File: src/fpsi_pkg.sv
package fpsi_pkg;
   // =====================================================
   // timing
   localparam int unsigned CLK_MHZ = 125;
   localparam int unsigned STRETCH_MS = 100;
   // stretch count in cycles, 100 ms at 125 MHz
   localparam int unsigned STRETCH_CYCLES = STRETCH_MS * 1000 * CLK_MHZ;
   localparam int unsigned STRETCH_W = 24;
   // presence: width of the age counter; a clock-alive strobe must repeat within 256 cycles
   localparam int unsigned ALIVE_W = 8;

   // =====================================================
   // register map
   localparam logic [7:0] REG_STATUS = 8'h00;
   localparam logic [7:0] REG_IRQ_STATUS = 8'h04;
   localparam logic [7:0] REG_IRQ_MASK = 8'h08;
   localparam logic [7:0] REG_ERR_ENABLE = 8'h0C;
   localparam logic [7:0] REG_CODE_BASE = 8'h10;
   localparam logic [7:0] REG_CODE_LAST = 8'h2C;
   localparam int unsigned ERR_SRC_N = 8;
   localparam logic [7:0] ERR_ENABLE_RESET = 8'hFF;
   localparam logic [31:0] UNMAPPED_READ = 32'h0000_0000;

   // irq status bit positions
   localparam int unsigned IRQ_ERR = 0;
   localparam int unsigned IRQ_LOAD_FAIL = 1;
   localparam int unsigned IRQ_SUPPLY_BAD = 2;
   localparam int unsigned IRQ_N = 3;

   // character code reset value: blank
   localparam logic [7:0] CHAR_BLANK = 8'h20;

   typedef struct packed {
      logic merger_ok;
      logic merger_fail;
      logic cp_rep_ok;
      logic cp_rep_fail;
      logic jet_rep_ok;
      logic jet_rep_fail;
   } fpsi_load_t;

   typedef struct packed {
      logic load_merger_green;
      logic load_merger_red;
      logic load_cp_green;
      logic load_cp_red;
      logic load_jet_green;
      logic load_jet_red;
      logic crate_supply_green;
      logic board_supply_green;
      logic bus_activity_yellow;
      logic accept_yellow;
      logic sys_clock_green;
      logic readout_yellow;
      logic local_clock_yellow;
      logic error_red;
   } fpsi_leds_t;
endpackage

File: src/fpsi_stretch.sv
`timescale 1ns/100ps
// =====================================================
// pulse stretcher: holds out high for a fixed count after last trigger
module fpsi_stretch #(
   parameter int unsigned CYCLES = fpsi_pkg::STRETCH_CYCLES
) (
   // clock and reset
   input wire logic clk,
   input wire logic rst,
   // trigger and stretched level
   input wire logic trig,
   output logic out
);
   localparam logic [fpsi_pkg::STRETCH_W-1:0] LOAD = fpsi_pkg::STRETCH_W'(CYCLES - 1);
   logic [fpsi_pkg::STRETCH_W-1:0] count;
   wire running = (count != '0);
   // reload on every trigger so bursts keep the lamp lit
   always_ff @(posedge clk or posedge rst) begin
      if (rst) begin
         count <= '0;
         out <= 1'b0;
      end else if (trig) begin
         count <= LOAD;
         out <= 1'b1;
      end else begin
         count <= running ? count - 1'b1 : count;
         out <= running;
      end
   end
endmodule

File: src/fpsi_alive.sv
`timescale 1ns/100ps
// =====================================================
// presence detector: level high while strobes keep arriving
module fpsi_alive (
   // clock and reset
   input wire logic clk,
   input wire logic rst,
   // tick from the monitored source and presence level
   input wire logic tick,
   output logic present
);
   logic [fpsi_pkg::ALIVE_W-1:0] age;
   wire expired = &age;
   // saturating age counter; a stalled source lets it reach all ones
   always_ff @(posedge clk or posedge rst) begin
      if (rst) begin
         age <= '1;
         present <= 1'b0;
      end else begin
         age <= tick ? '0 : (expired ? age : age + 1'b1);
         present <= tick | ~expired;
      end
   end
endmodule

File: src/fpsi_top.sv
// Local design decisions: the strobed register port and the register addresses.
`timescale 1ns/100ps
// How it works
// - each bus data-acknowledge lights yellow bus lamp for 100 ms
// - each trigger accept lights yellow accept lamp for 100 ms
// - green system-clock lamp lit while distributed clock present, stretched 100 ms
// - yellow local-clock lamp lit while crystal clock used, stretched 100 ms
// - red error lamp is OR of the module error sources enabled in err_enable
// - three load lamps: merger, cp and jet repeaters; green ok, red fail
// - yellow readout lamp lit while merger sends data on serial link
// - green lamp shows crate supply voltages correct
// - separate green lamp shows on-board voltages correct
// - matrix display shows error state as configurable character code
module fpsi_top (
   // clock and reset
   input wire logic clk,
   input wire logic rst,
   // register port
   input wire logic [7:0] reg_addr,
   input wire logic [31:0] reg_wdata,
   input wire logic reg_wr,
   input wire logic reg_rd,
   output logic [31:0] reg_rdata,
   // status sources
   input wire logic bus_dtack,
   input wire logic trigger_accept,
   input wire logic sys_clock_tick,
   input wire logic local_clock_sel,
   input wire fpsi_pkg::fpsi_load_t load_status,
   input wire logic readout_merger_sending,
   input wire logic crate_supply_ok,
   input wire logic board_supply_ok,
   input wire logic [fpsi_pkg::ERR_SRC_N-1:0] err_src,
   // indicators
   output fpsi_pkg::fpsi_leds_t leds,
   output logic [7:0] matrix_char,
   output logic irq
);
   // =====================================================
   // registers
   logic [fpsi_pkg::ERR_SRC_N-1:0] err_enable;
   logic [fpsi_pkg::IRQ_N-1:0] irq_status;
   logic [fpsi_pkg::IRQ_N-1:0] irq_mask;
   logic [7:0] code_table [fpsi_pkg::ERR_SRC_N];

   // =====================================================
   // stretched event and clock lamps
   logic bus_lit;
   logic acc_lit;
   logic sys_present;
   logic sys_lit;
   logic loc_lit;

   fpsi_stretch #(.CYCLES(fpsi_pkg::STRETCH_CYCLES)) u_bus (
      .clk(clk),
      .rst(rst),
      .trig(bus_dtack),
      .out(bus_lit)
   );
   fpsi_stretch #(.CYCLES(fpsi_pkg::STRETCH_CYCLES)) u_acc (
      .clk(clk),
      .rst(rst),
      .trig(trigger_accept),
      .out(acc_lit)
   );
   // system clock seen as a stream of ticks from the distributed clock
   fpsi_alive u_sys_alive (
      .clk(clk),
      .rst(rst),
      .tick(sys_clock_tick),
      .present(sys_present)
   );
   fpsi_stretch #(.CYCLES(fpsi_pkg::STRETCH_CYCLES)) u_sys (
      .clk(clk),
      .rst(rst),
      .trig(sys_present),
      .out(sys_lit)
   );
   fpsi_stretch #(.CYCLES(fpsi_pkg::STRETCH_CYCLES)) u_loc (
      .clk(clk),
      .rst(rst),
      .trig(local_clock_sel),
      .out(loc_lit)
   );

   // =====================================================
   // error summary and display code
   wire [fpsi_pkg::ERR_SRC_N-1:0] err_active = err_src & err_enable;
   wire any_err = |err_active;
   // lowest-numbered active source wins the display
   logic [2:0] first_err;
   always_comb begin
      first_err = 3'h0;
      for (int i = fpsi_pkg::ERR_SRC_N - 1; i >= 0; i--) begin
         if (err_active[i]) begin
            first_err = 3'(i);
         end
      end
   end
   wire [7:0] next_char = any_err ? code_table[first_err] : fpsi_pkg::CHAR_BLANK;

   wire load_fail = load_status.merger_fail | load_status.cp_rep_fail
      | load_status.jet_rep_fail;
   wire supply_bad = ~crate_supply_ok | ~board_supply_ok;
   wire [fpsi_pkg::IRQ_N-1:0] irq_events = {supply_bad, load_fail, any_err};

   // =====================================================
   // indicator assembly
   fpsi_pkg::fpsi_leds_t next_leds;
   always_comb begin
      next_leds.load_merger_green = load_status.merger_ok;
      next_leds.load_merger_red = load_status.merger_fail;
      next_leds.load_cp_green = load_status.cp_rep_ok;
      next_leds.load_cp_red = load_status.cp_rep_fail;
      next_leds.load_jet_green = load_status.jet_rep_ok;
      next_leds.load_jet_red = load_status.jet_rep_fail;
      next_leds.crate_supply_green = crate_supply_ok;
      next_leds.board_supply_green = board_supply_ok;
      next_leds.bus_activity_yellow = bus_lit;
      next_leds.accept_yellow = acc_lit;
      next_leds.sys_clock_green = sys_lit;
      next_leds.readout_yellow = readout_merger_sending;
      next_leds.local_clock_yellow = loc_lit;
      next_leds.error_red = any_err;
   end

   always_ff @(posedge clk or posedge rst) begin
      if (rst) begin
         leds <= '0;
         matrix_char <= fpsi_pkg::CHAR_BLANK;
      end else begin
         leds <= next_leds;
         matrix_char <= next_char;
      end
   end

   // =====================================================
   // register decode
   wire sel_status = (reg_addr == fpsi_pkg::REG_STATUS);
   wire sel_irq_status = (reg_addr == fpsi_pkg::REG_IRQ_STATUS);
   wire sel_irq_mask = (reg_addr == fpsi_pkg::REG_IRQ_MASK);
   wire sel_err_enable = (reg_addr == fpsi_pkg::REG_ERR_ENABLE);
   wire sel_code = (reg_addr >= fpsi_pkg::REG_CODE_BASE)
      && (reg_addr <= fpsi_pkg::REG_CODE_LAST) && (reg_addr[1:0] == 2'b00);
   wire [2:0] code_idx = 3'((reg_addr - fpsi_pkg::REG_CODE_BASE) >> 2);

   // irq status: set wins over write-one-to-clear
   wire [fpsi_pkg::IRQ_N-1:0] w1c = (reg_wr && sel_irq_status)
      ? reg_wdata[fpsi_pkg::IRQ_N-1:0] : '0;
   wire [fpsi_pkg::IRQ_N-1:0] next_irq_status = (irq_status & ~w1c) | irq_events;

   always_ff @(posedge clk or posedge rst) begin
      if (rst) begin
         irq_status <= '0;
         irq_mask <= '0;
         err_enable <= fpsi_pkg::ERR_ENABLE_RESET;
         irq <= 1'b0;
      end else begin
         irq_status <= next_irq_status;
         irq <= |(next_irq_status & irq_mask);
         if (reg_wr && sel_irq_mask) begin
            irq_mask <= reg_wdata[fpsi_pkg::IRQ_N-1:0];
         end
         if (reg_wr && sel_err_enable) begin
            err_enable <= reg_wdata[fpsi_pkg::ERR_SRC_N-1:0];
         end
      end
   end

   // code table, configurable since the meanings are open
   always_ff @(posedge clk or posedge rst) begin
      if (rst) begin
         for (int i = 0; i < fpsi_pkg::ERR_SRC_N; i++) begin
            code_table[i] <= 8'(8'h30 + i);
         end
      end else if (reg_wr && sel_code) begin
         code_table[code_idx] <= reg_wdata[7:0];
      end
   end

   // =====================================================
   // read mux, one cycle latency
   // status word: character, raw error levels, two spare bits, lamp levels
   wire [31:0] status_word = {matrix_char, err_src, 2'b00, leds};
   logic [31:0] next_rdata;
   always_comb begin
      if (sel_status) begin
         next_rdata = status_word;
      end else if (sel_irq_status) begin
         next_rdata = {29'h0000_0000, irq_status};
      end else if (sel_irq_mask) begin
         next_rdata = {29'h0000_0000, irq_mask};
      end else if (sel_err_enable) begin
         next_rdata = {24'h00_0000, err_enable};
      end else if (sel_code) begin
         next_rdata = {24'h00_0000, code_table[code_idx]};
      end else begin
         next_rdata = fpsi_pkg::UNMAPPED_READ;
      end
   end

   always_ff @(posedge clk or posedge rst) begin
      if (rst) begin
         reg_rdata <= '0;
      end else begin
         reg_rdata <= reg_rd ? next_rdata : 32'h0000_0000;
      end
   end
endmodule

File: config.mk
export PLATFORM = sky130hd
export DESIGN_NAME = fpsi_top
export DESIGN_NICKNAME = d
export VERILOG_FILES = /design/src/fpsi_pkg.sv /design/src/fpsi_stretch.sv /design/src/fpsi_alive.sv /design/src/fpsi_top.sv
export SDC_FILE = /design/constraint.sdc
export NUM_CORES = 1
export LEC_CHECK = 0
export BUFFER_PORTS_ARGS = -buffer_cell sky130_fd_sc_hd__buf_2
export CAP_MARGIN = 0
export CORE_MARGIN = 2
export CORE_UTILIZATION = 61
export CTS_BUF_LIST = sky130_fd_sc_hd__clkbuf_8
export DETAILED_ROUTE_END_ITERATION = 12
export PLACE_DENSITY = 0.82
export SYNTH_ARGS = -nofsm -noshare
export SYNTH_HDL_FRONTEND = slang
export SYNTH_SLANG_ARGS = --single-unit
File: constraint.sdc
create_clock -name clk -period 8.8 [get_ports clk]
set_clock_uncertainty 0.1 [all_clocks]
set_input_delay 0.88 -clock clk [delete_from_list [all_inputs] [get_ports clk]]
set_output_delay 0.88 -clock clk [all_outputs]
set_load 0.02 [all_outputs]
==> results of run 1 <==
registers in the layout, indices dropped and copies added, names as in the netlist:
name	count
code_table	64
err_enable	8
irq	1
irq_mask	3
irq_status	3
leds	14
matrix_char	8
reg_rdata	30
u_acc.count	24
u_acc.out	1
u_bus.count	24
u_bus.out	1
u_loc.count	24
u_loc.out	1
u_sys.count	24
u_sys.out	1
u_sys_alive.age	8
u_sys_alive.present	1
path summary, 6_finish.rpt:
path,slack (ns),cells past startpoint,startpoint,to
worst max register to register,5.34,5,u_acc.count[5],u_acc.count[17]
worst max-delay path,5.34,5,u_acc.count[5],u_acc.count[17]
max in group asynchronous,6.18,4,rst,code_table[42]
min in group asynchronous,0.42,2,rst,u_acc.count[22]
worst min-delay path,0.25,0,u_loc.out,leds[1]
worst min register to register,0.25,0,u_loc.out,leds[1]
cell type report:
type,instances,area [um2],area share
clock inverter,16,76.3,0.00581
clock buffer,55,757,0.0577
tap,234,293,0.0223
timing repair buffer,96,488,0.0372
inverter,15,63.8,0.00486
multi-input combinational,742,5390,0.411
sequential,240,6060,0.462
per-stage QoR:
step	hold slack [ns]	power, W	util	cells	cell area (um2)
5_1_grt	0.255	0.00243	0.700	1398	13100
3_3_place_gp	0.233	0.00134	0.655	1327	12300
4_1_cts	0.248	0.00236	0.700	1398	13100
6_report	0.247	0.00234	0.700	1398	13100
3_5_place_dp	0.235	0.00135	0.655	1327	12300
2_1_floorplan	0.231	0.00129	-	1050	11700
synth_stat cells (4+ instances only):
cell | number | area share
a2111oi_0 | 4 | 0.0030
a211o_1 | 10 | 0.0075
a211oi_1 | 6 | 0.0038
a21o_1 | 4 | 0.0026
a21oi_1 | 19 | 0.0081
a22oi_1 | 8 | 0.0051
a311o_1 | 7 | 0.0060
a31oi_1 | 4 | 0.0021
and2_1 | 29 | 0.015
buf_1 | 4 | 0.0013
clkbuf_1 | 45 | 0.014
dfrtp_1 | 195 | 0.42
dfstp_2 | 45 | 0.10
ha_1 | 5 | 0.0053
inv_1 | 15 | 0.0048
mux2_2 | 77 | 0.074
mux2i_1 | 33 | 0.028
mux4_2 | 16 | 0.031
nand2_1 | 38 | 0.012
nand2b_1 | 26 | 0.014
nand3_1 | 27 | 0.012
nand3b_1 | 6 | 0.0038
nand4_1 | 13 | 0.0069
nor2_1 | 93 | 0.030
nor2b_1 | 9 | 0.0048
nor3_1 | 30 | 0.013
nor4_1 | 24 | 0.013
nor4b_1 | 6 | 0.0045
o211ai_1 | 8 | 0.0051
o21a_1 | 4 | 0.0026
o21ai_0 | 52 | 0.022
o221ai_1 | 7 | 0.0052
o22ai_1 | 8 | 0.0043
o31a_1 | 4 | 0.0030
o31ai_1 | 8 | 0.0051
or2_2 | 7 | 0.0037
or3_1 | 32 | 0.017
or4_1 | 19 | 0.012
xnor2_1 | 22 | 0.016
xor2_1 | 34 | 0.025
worst max-delay path, stage by stage (launching register included):
cell and delay [ns]:
dfrtp_1 0.41, nor4_1 0.75, nand3_1 0.70, nand4bb_1 0.62
o21ai_0 0.28, or3b_2 0.45
cells by family (layout without fill, tap and decap cells):
kind of cell	count (synthesis)	in the layout	synth area share
mux	126	126	0.133
simple gates	379	379	0.177
flops	240	240	0.517
buf+inv	68	182	0.0237
other cells	1	2	0.000320
fa+ha+maj	5	5	0.00534
xor+xnor	56	56	0.0418
compound gates	174	174	0.102
power by group through the flow:
stage | Clock [W] | Sequential, W | Combinational (W)
3_5_place_dp | 0 | 0.00118 | 0.000167
6_report | 0.00100 | 0.00117 | 0.000168
5_1_grt | 0.00107 | 0.00117 | 0.000183
4_1_cts | 0.00102 | 0.00117 | 0.000168
3_3_place_gp | 0 | 0.00118 | 0.000162
2_1_floorplan | 0 | 0.00119 | 0.000104
routing by layer:
| layer | vias to the layer above | global-route usage | part of all wire |
|---|---|---|---|
| li1 | 4044 | - | - |
| met1 | 4304 | 0.346 | 0.42 |
| met2 | 330 | 0.427 | 0.48 |
| met3 | 61 | 0.0597 | 0.070 |
| met4 | 0 | 0.112 | 0.028 |
| met5 | - | 0 | 0 |
==> summary.md, run 1 <==
| Metric | Value |
|---|---|
| H-tree level count | 2 |
| Combinational cell fraction of total power | 0.072 |
| Die Span Y | 143 um |
| Seq cells post-synth | 240 |
| Slew at the pin with the worst max-slew slack | 1.27 ns |
| Skew-Pair Late Insertion Delay | 0.53 ns |
| Slew margin rel. | 0.152 |
| DRC Markers | 0 |
| Clk sinks | 240 |
| Flop pwr share | 0.499 |
| Die area | 20300 um2 |
| Switching Share | 0.246 |
| 1st-iter DRT viols | 634 |
| RSZ-0062 raised after global routing | false |
| Clock Tree Buf Depth | 3 |
| Sequential share of the synthesized area | 0.517 |
| CP Data Arrival Time | 3.76 ns |
| Max-cap viol count | 0 |
| Placer Congestion | 0.886 |
| Num ports | 120 |
| Outcome | complete, no violations |
| Crit-path max FO | 19 |
| Syn_area_per_cell | 11.2 um2 |
| I/O Buffers | 93 |
| CTS root buf | clkbuf_8 |
| Hold WC Path Type | register to register |
| Detailed Place HPWL | 17000 um |
| Post-CTS setup buffer count | 0 |
| Max frequency | 289 MHz |
| Cell Area, Synth | 11700 um2 |
| Area grow syn2layout | 12.0% |
| Vias in the first global route | 8646 |
| Nets | 1204 |
| Synth warnings | 0 |
| Hold_buf cts | 0 |
| Synth cell types | 68 |
| Power share of the clock group | 0.429 |
| Share of layout cells above drive strength 1 | 0.273 |
| P_int | 0.00176 W |
| Crit path kind | register to register |
| VDD IR max | 0.0894 mV |
| Core area | 18800 um2 |
| CTS tree | built |
| Die width | 143 um |
| Final worst-path cycle share | 0.393 |
| Final hold viol count | 0 |
| Dpl ws | 5.04 ns |
| Critical Path End Type | register |
| ANT cells | 0 |
| Initial antenna violation count | 0 |
| Final wirelength | 26000 um |
| Vias per inst | 6.25 |
| Power per cell area | 178 nW/um2 |
| Row count | 50 |
| Clk slew on worst S/H paths | 0.07 ns |
| Commonest non-fill, non-tap cell in the layout | dfrtp_1 |
| P_sw | 0.000574 W |
| Critical Path Start Type | register |
| Initial core utilization | 0.625 |
| Routed vias | 8739 |
| Wire length per cell | 18.6 um |
| Synthesized instance count | 1049 |
| Fill cells | 1326 |
| Setup ws final | 5.34 ns |
| Most frequent cells in the layout | dfrtp_1 (195), nor2_1 (93), buf_2 (93), mux2_2 (77), clkbuf_8 (55) |
| CTS buffer count | 39 |
| Post_cts resized | 0 |
| First-pass GRT wire length | 43100 um |
| Grt ovf | 0 |
| Main synth FF type | dfrtp_1 |
| Final ANT Viol Nets | 0 |
| Pins over their slew limit | 0 |
| Largest net degree at the start of global routing | 126 |
| Async S/R FF share, synth | 1.00 |
| Minimum clock period | 3.46 ns |
| Setup TNS | 0 ns |
| Post-synth EDFFs | 0 |
| Setup-failing EPs final | 0 |
| Pre-antenna DRT Iters | 5 |
| Crit path required time | 9.10 ns |
| GRT Util Overall | 0.264 |
| P_leak | 5.25 nW |
Note: power is estimated with default switching activity, not from simulation.
==> inputs of run 2 (changes only) <==
--- a/config.mk
+++ b/config.mk
@@ -5,13 +5,14 @@
 export SDC_FILE = /design/constraint.sdc
 export NUM_CORES = 1
 export LEC_CHECK = 0
+export ABC_AREA = 1
 export BUFFER_PORTS_ARGS = -buffer_cell sky130_fd_sc_hd__buf_2
 export CAP_MARGIN = 0
 export CORE_MARGIN = 2
-export CORE_UTILIZATION = 61
+export CORE_UTILIZATION = 56
 export CTS_BUF_LIST = sky130_fd_sc_hd__clkbuf_8
 export DETAILED_ROUTE_END_ITERATION = 12
-export PLACE_DENSITY = 0.82
+export PLACE_DENSITY = 0.79
 export SYNTH_ARGS = -nofsm -noshare
 export SYNTH_HDL_FRONTEND = slang
 export SYNTH_SLANG_ARGS = --single-unit
==> constraint.sdc (replaced) <==
create_clock -name clk -period 3 [get_ports clk]
set_clock_uncertainty 0.1 [all_clocks]
set_input_delay 0.3 -clock clk [delete_from_list [all_inputs] [get_ports clk]]
set_output_delay 0.3 -clock clk [all_outputs]
set_load 0.02 [all_outputs]
==> run 2 against run 1 <==
- critical path depth is 8 higher
- hold slack lost 0.22 ns
- sequential cell count stayed put
- clock power grew to 3.0 times the previous value
- critical path type unchanged
- largest cell class unchanged
- highest routed layer unchanged
==> summary.md, run 2 <==
| Metric | Value |
|---|---|
| P_leak | 6.35 nW |
| Hold WC Path Type | primary input to register |
| VDD IR max | 0.277 mV |
| Vias in the first global route | 10500 |
| Max FFs per register | 64 |
| Minimum clock period | 2.38 ns |
| Hold_buf cts | 20 |
| Area grow syn2layout | 14.3% |
| Count leader, synth | nand2_1 |
| Die Span Y | 151 um |
| Largest net degree at the start of global routing | 139 |
| Power per cell area | 504 nW/um2 |
| Critical path's top delay family | simple AND/OR/NAND/NOR gates |
| Core area | 21100 um2 |
| Critical Path Start Type | register |
| Async S/R FF share, synth | 1.00 |
| Slowest stage delay, CP | 0.54 ns |
| Critical Path End Type | register |
| Row count | 53 |
| Slowest-stage cell, CP | dfstp_2 |
| Core Util, Final | 0.653 |
| CP Launch Point | err_enable[6] |
| Post_cts resized | 0 |
| Crit path kind | register to register |
| Worst reg2reg startpoint | err_enable[6] |
| Routed vias | 10800 |
| Slew at the pin with the worst max-slew slack | 0.737 ns |
| Crit-path max FO | 18 |
| Setup-failing EPs final | 0 |
| Yosys top cell by area | dfrtp_1 |
| 1st-iter DRT viols | 969 |
| Cell Area, Synth | 12100 um2 |
| Die width | 151 um |
| Crit path required time | 3.37 ns |
| Clk sinks | 240 |
| Num ports | 120 |
| Fill cells | 1754 |
| Grt ovf | 0 |
| CTS buffer count | 41 |
| Main synth FF type | dfrtp_1 |
| GRT Util Overall | 0.270 |
| Commonest non-fill, non-tap cell in the layout | nand2_1 |
| Max-cap viol count | 0 |
| Vias per inst | 5.52 |
| Top Registers | code_table x64, reg_rdata x30 |
| Wire length per cell | 15.1 um |
| Area contributors post-synth | dfrtp_1 (40%), nand2_1 (11%), dfstp_2 (9.8%) |
| Initial antenna violation count | 0 |
| CTS root buf | clkbuf_8 |
| Worst reg2reg setup slack | 0.62 ns |
| Placer Congestion | 0.890 |
| CTS tree | built |
| ANT cells | 0 |
| CP dominant cell by count | nand2_1 |
| Sequential share of the synthesized area | 0.503 |
| RSZ-0062 raised after global routing | false |
| I/O Buffers | 93 |
| Final ANT Viol Nets | 0 |
| Reg2reg path depth | 13 |
| Die area | 22700 um2 |
| Critical-path cell list | nand2_1 -> nand2_1 -> nand2_1 -> nand2_1 -> nand2_1 -> nand2_1 -> nand2_1 -> nand2_1 -> buf_4 -> nand2_1 -> nand3_1 -> nand3_1 -> nand2_1 |
| Slew margin rel. | 0.508 |
| Clk slew on worst S/H paths | 0.06 ns |
| Worst setup path end | matrix_char[6] |
| Seq cells post-synth | 240 |
| Worst hold slack | 0.0308 ns |
| Final hold viol count | 0 |
| Pins over their slew limit | 0 |
| Total power | 0.00694 W |
| Clock Tree Buf Depth | 3 |
| Syn_area_per_cell | 7.89 um2 |
| DRC Markers | 0 |
| Post-synth top cells | nand2_1 (341), nor2_1 (204), dfrtp_1 (195) |
| Synth warnings | 0 |
| Outcome | complete, no violations |
| Pre-antenna DRT Iters | 5 |
| Final worst-path cycle share | 0.795 |
| Post-CTS setup buffer count | 0 |
| Top cell type's share of synthesized area | 0.405 |
| Initial core utilization | 0.572 |
| H-tree level count | 2 |
| Largest Register | code_table |
| Detailed Place HPWL | 20200 um |
| Critical path depth in cells | 13 |
| Max frequency | 419 MHz |
| First-pass GRT wire length | 49600 um |
| CP Data Arrival Time | 2.75 ns |
| Share of layout cells above drive strength 1 | 0.140 |
| Synthesized instance count | 1527 |
| Synth cell types | 42 |
| Skew-Pair Late Insertion Delay | 0.54 ns |
| Buf+Inv Stages, Crit Path | 1 |
| Most frequent cells in the layout | nand2_1 (341), inv_1 (206), nor2_1 (204), dfrtp_1 (195), nand3_1 (138) |
| Post-synth EDFFs | 0 |
| Final wirelength | 29700 um |
| Nets | 1725 |
| Critical R2R Capture | matrix_char[6] |
run 2: changes by cell type after synthesis, moves of 30 or more:
cell and change:
nor2_1 +111, o21ai_1 +63, mux2_2 -77, mux2i_1 -33, inv_1 +176, nand3_1 +111, a21oi_1 +30, o21ai_0 +31
or3_1 -32, nand2_1 +303
run 2: cells by family after synthesis:
logic type	share of synthesized area
simple gates	0.281
other cells	0.000311
compound gates	0.117
flops	0.503
buf+inv	0.0818
fa+ha+maj	0.00519
xor+xnor	0.0116
run 2: stage by stage:
step | instance area, um2 | setup TNS, ns | cells | worst slack, ns
floorplan | 12100 | -99.66 | 1528 | -0.511
global placement | 12800 | 0 | 1867 | 0.679
detailed placement | 12800 | 0 | 1867 | 0.559
CTS | 13800 | 0 | 1962 | 0.690
global route | 13800 | 0 | 1962 | 0.453
finish | 13800 | 0 | 1962 | 0.615
run 2: area by class of cell:
class / count / area [um2] / area share
flip-flops and latches: 240 / 6060 / 0.440
repair buffers: 128 / 803 / 0.0583
well taps: 275 / 344 / 0.0250
clock buffers: 48 / 661 / 0.0479
multi-input cells: 1050 / 5010 / 0.364
inverters: 194 / 732 / 0.0531
clock inverters: 27 / 169 / 0.0123
run 2: worst min path at each step:
| stage | start | to | slack (ns) | cells past startpoint |
|---|---|---|---|---|
| after floorplan | u_loc.out | leds[1] | 0.23 | 0 |
| after global placement | rst | u_loc.count[20] | 0.13 | 2 |
| after detailed placement | rst | u_loc.count[18] | 0.13 | 2 |
| after CTS | local_clock_sel | u_loc.count[14] | 0.0004 | 2 |
| after global routing | local_clock_sel | u_loc.count[14] | 0.002 | 2 |
| final | local_clock_sel | u_loc.count[14] | 0.03 | 2 |
run 2: power breakdown:
group	switching [W]	internal [W]	leakage [nW]	total (W)
clock	0.00134	0.00164	0.494	0.00297
sequential	0.0000641	0.00335	2.77	0.00342
combinational	0.000380	0.000173	3.08	0.000553
total	0.00178	0.00516	6.35	0.00694
run 2: worst reg2reg max path, cell delays in order (launching register included):
cell	delay [ns]
dfstp_2	0.54
nand2_1	0.08
nand2_1	0.08
nand2_1	0.05
nand2_1	0.05
nand2_1	0.05
nand2_1	0.05
nand2_1	0.07
nand2_1	0.48
buf_4	0.35
nand2_1	0.09
nand3_1	0.07
nand3_1	0.15
nand2_1	0.11
run 2: routing by layer:
layer,track usage,wire length [um],vias up
li1,-,-,5239
met1,0.364,12600,5057
met2,0.435,13800,459
met3,0.0491,2400,85
met4,0.107,975,0
met5,0,0,-
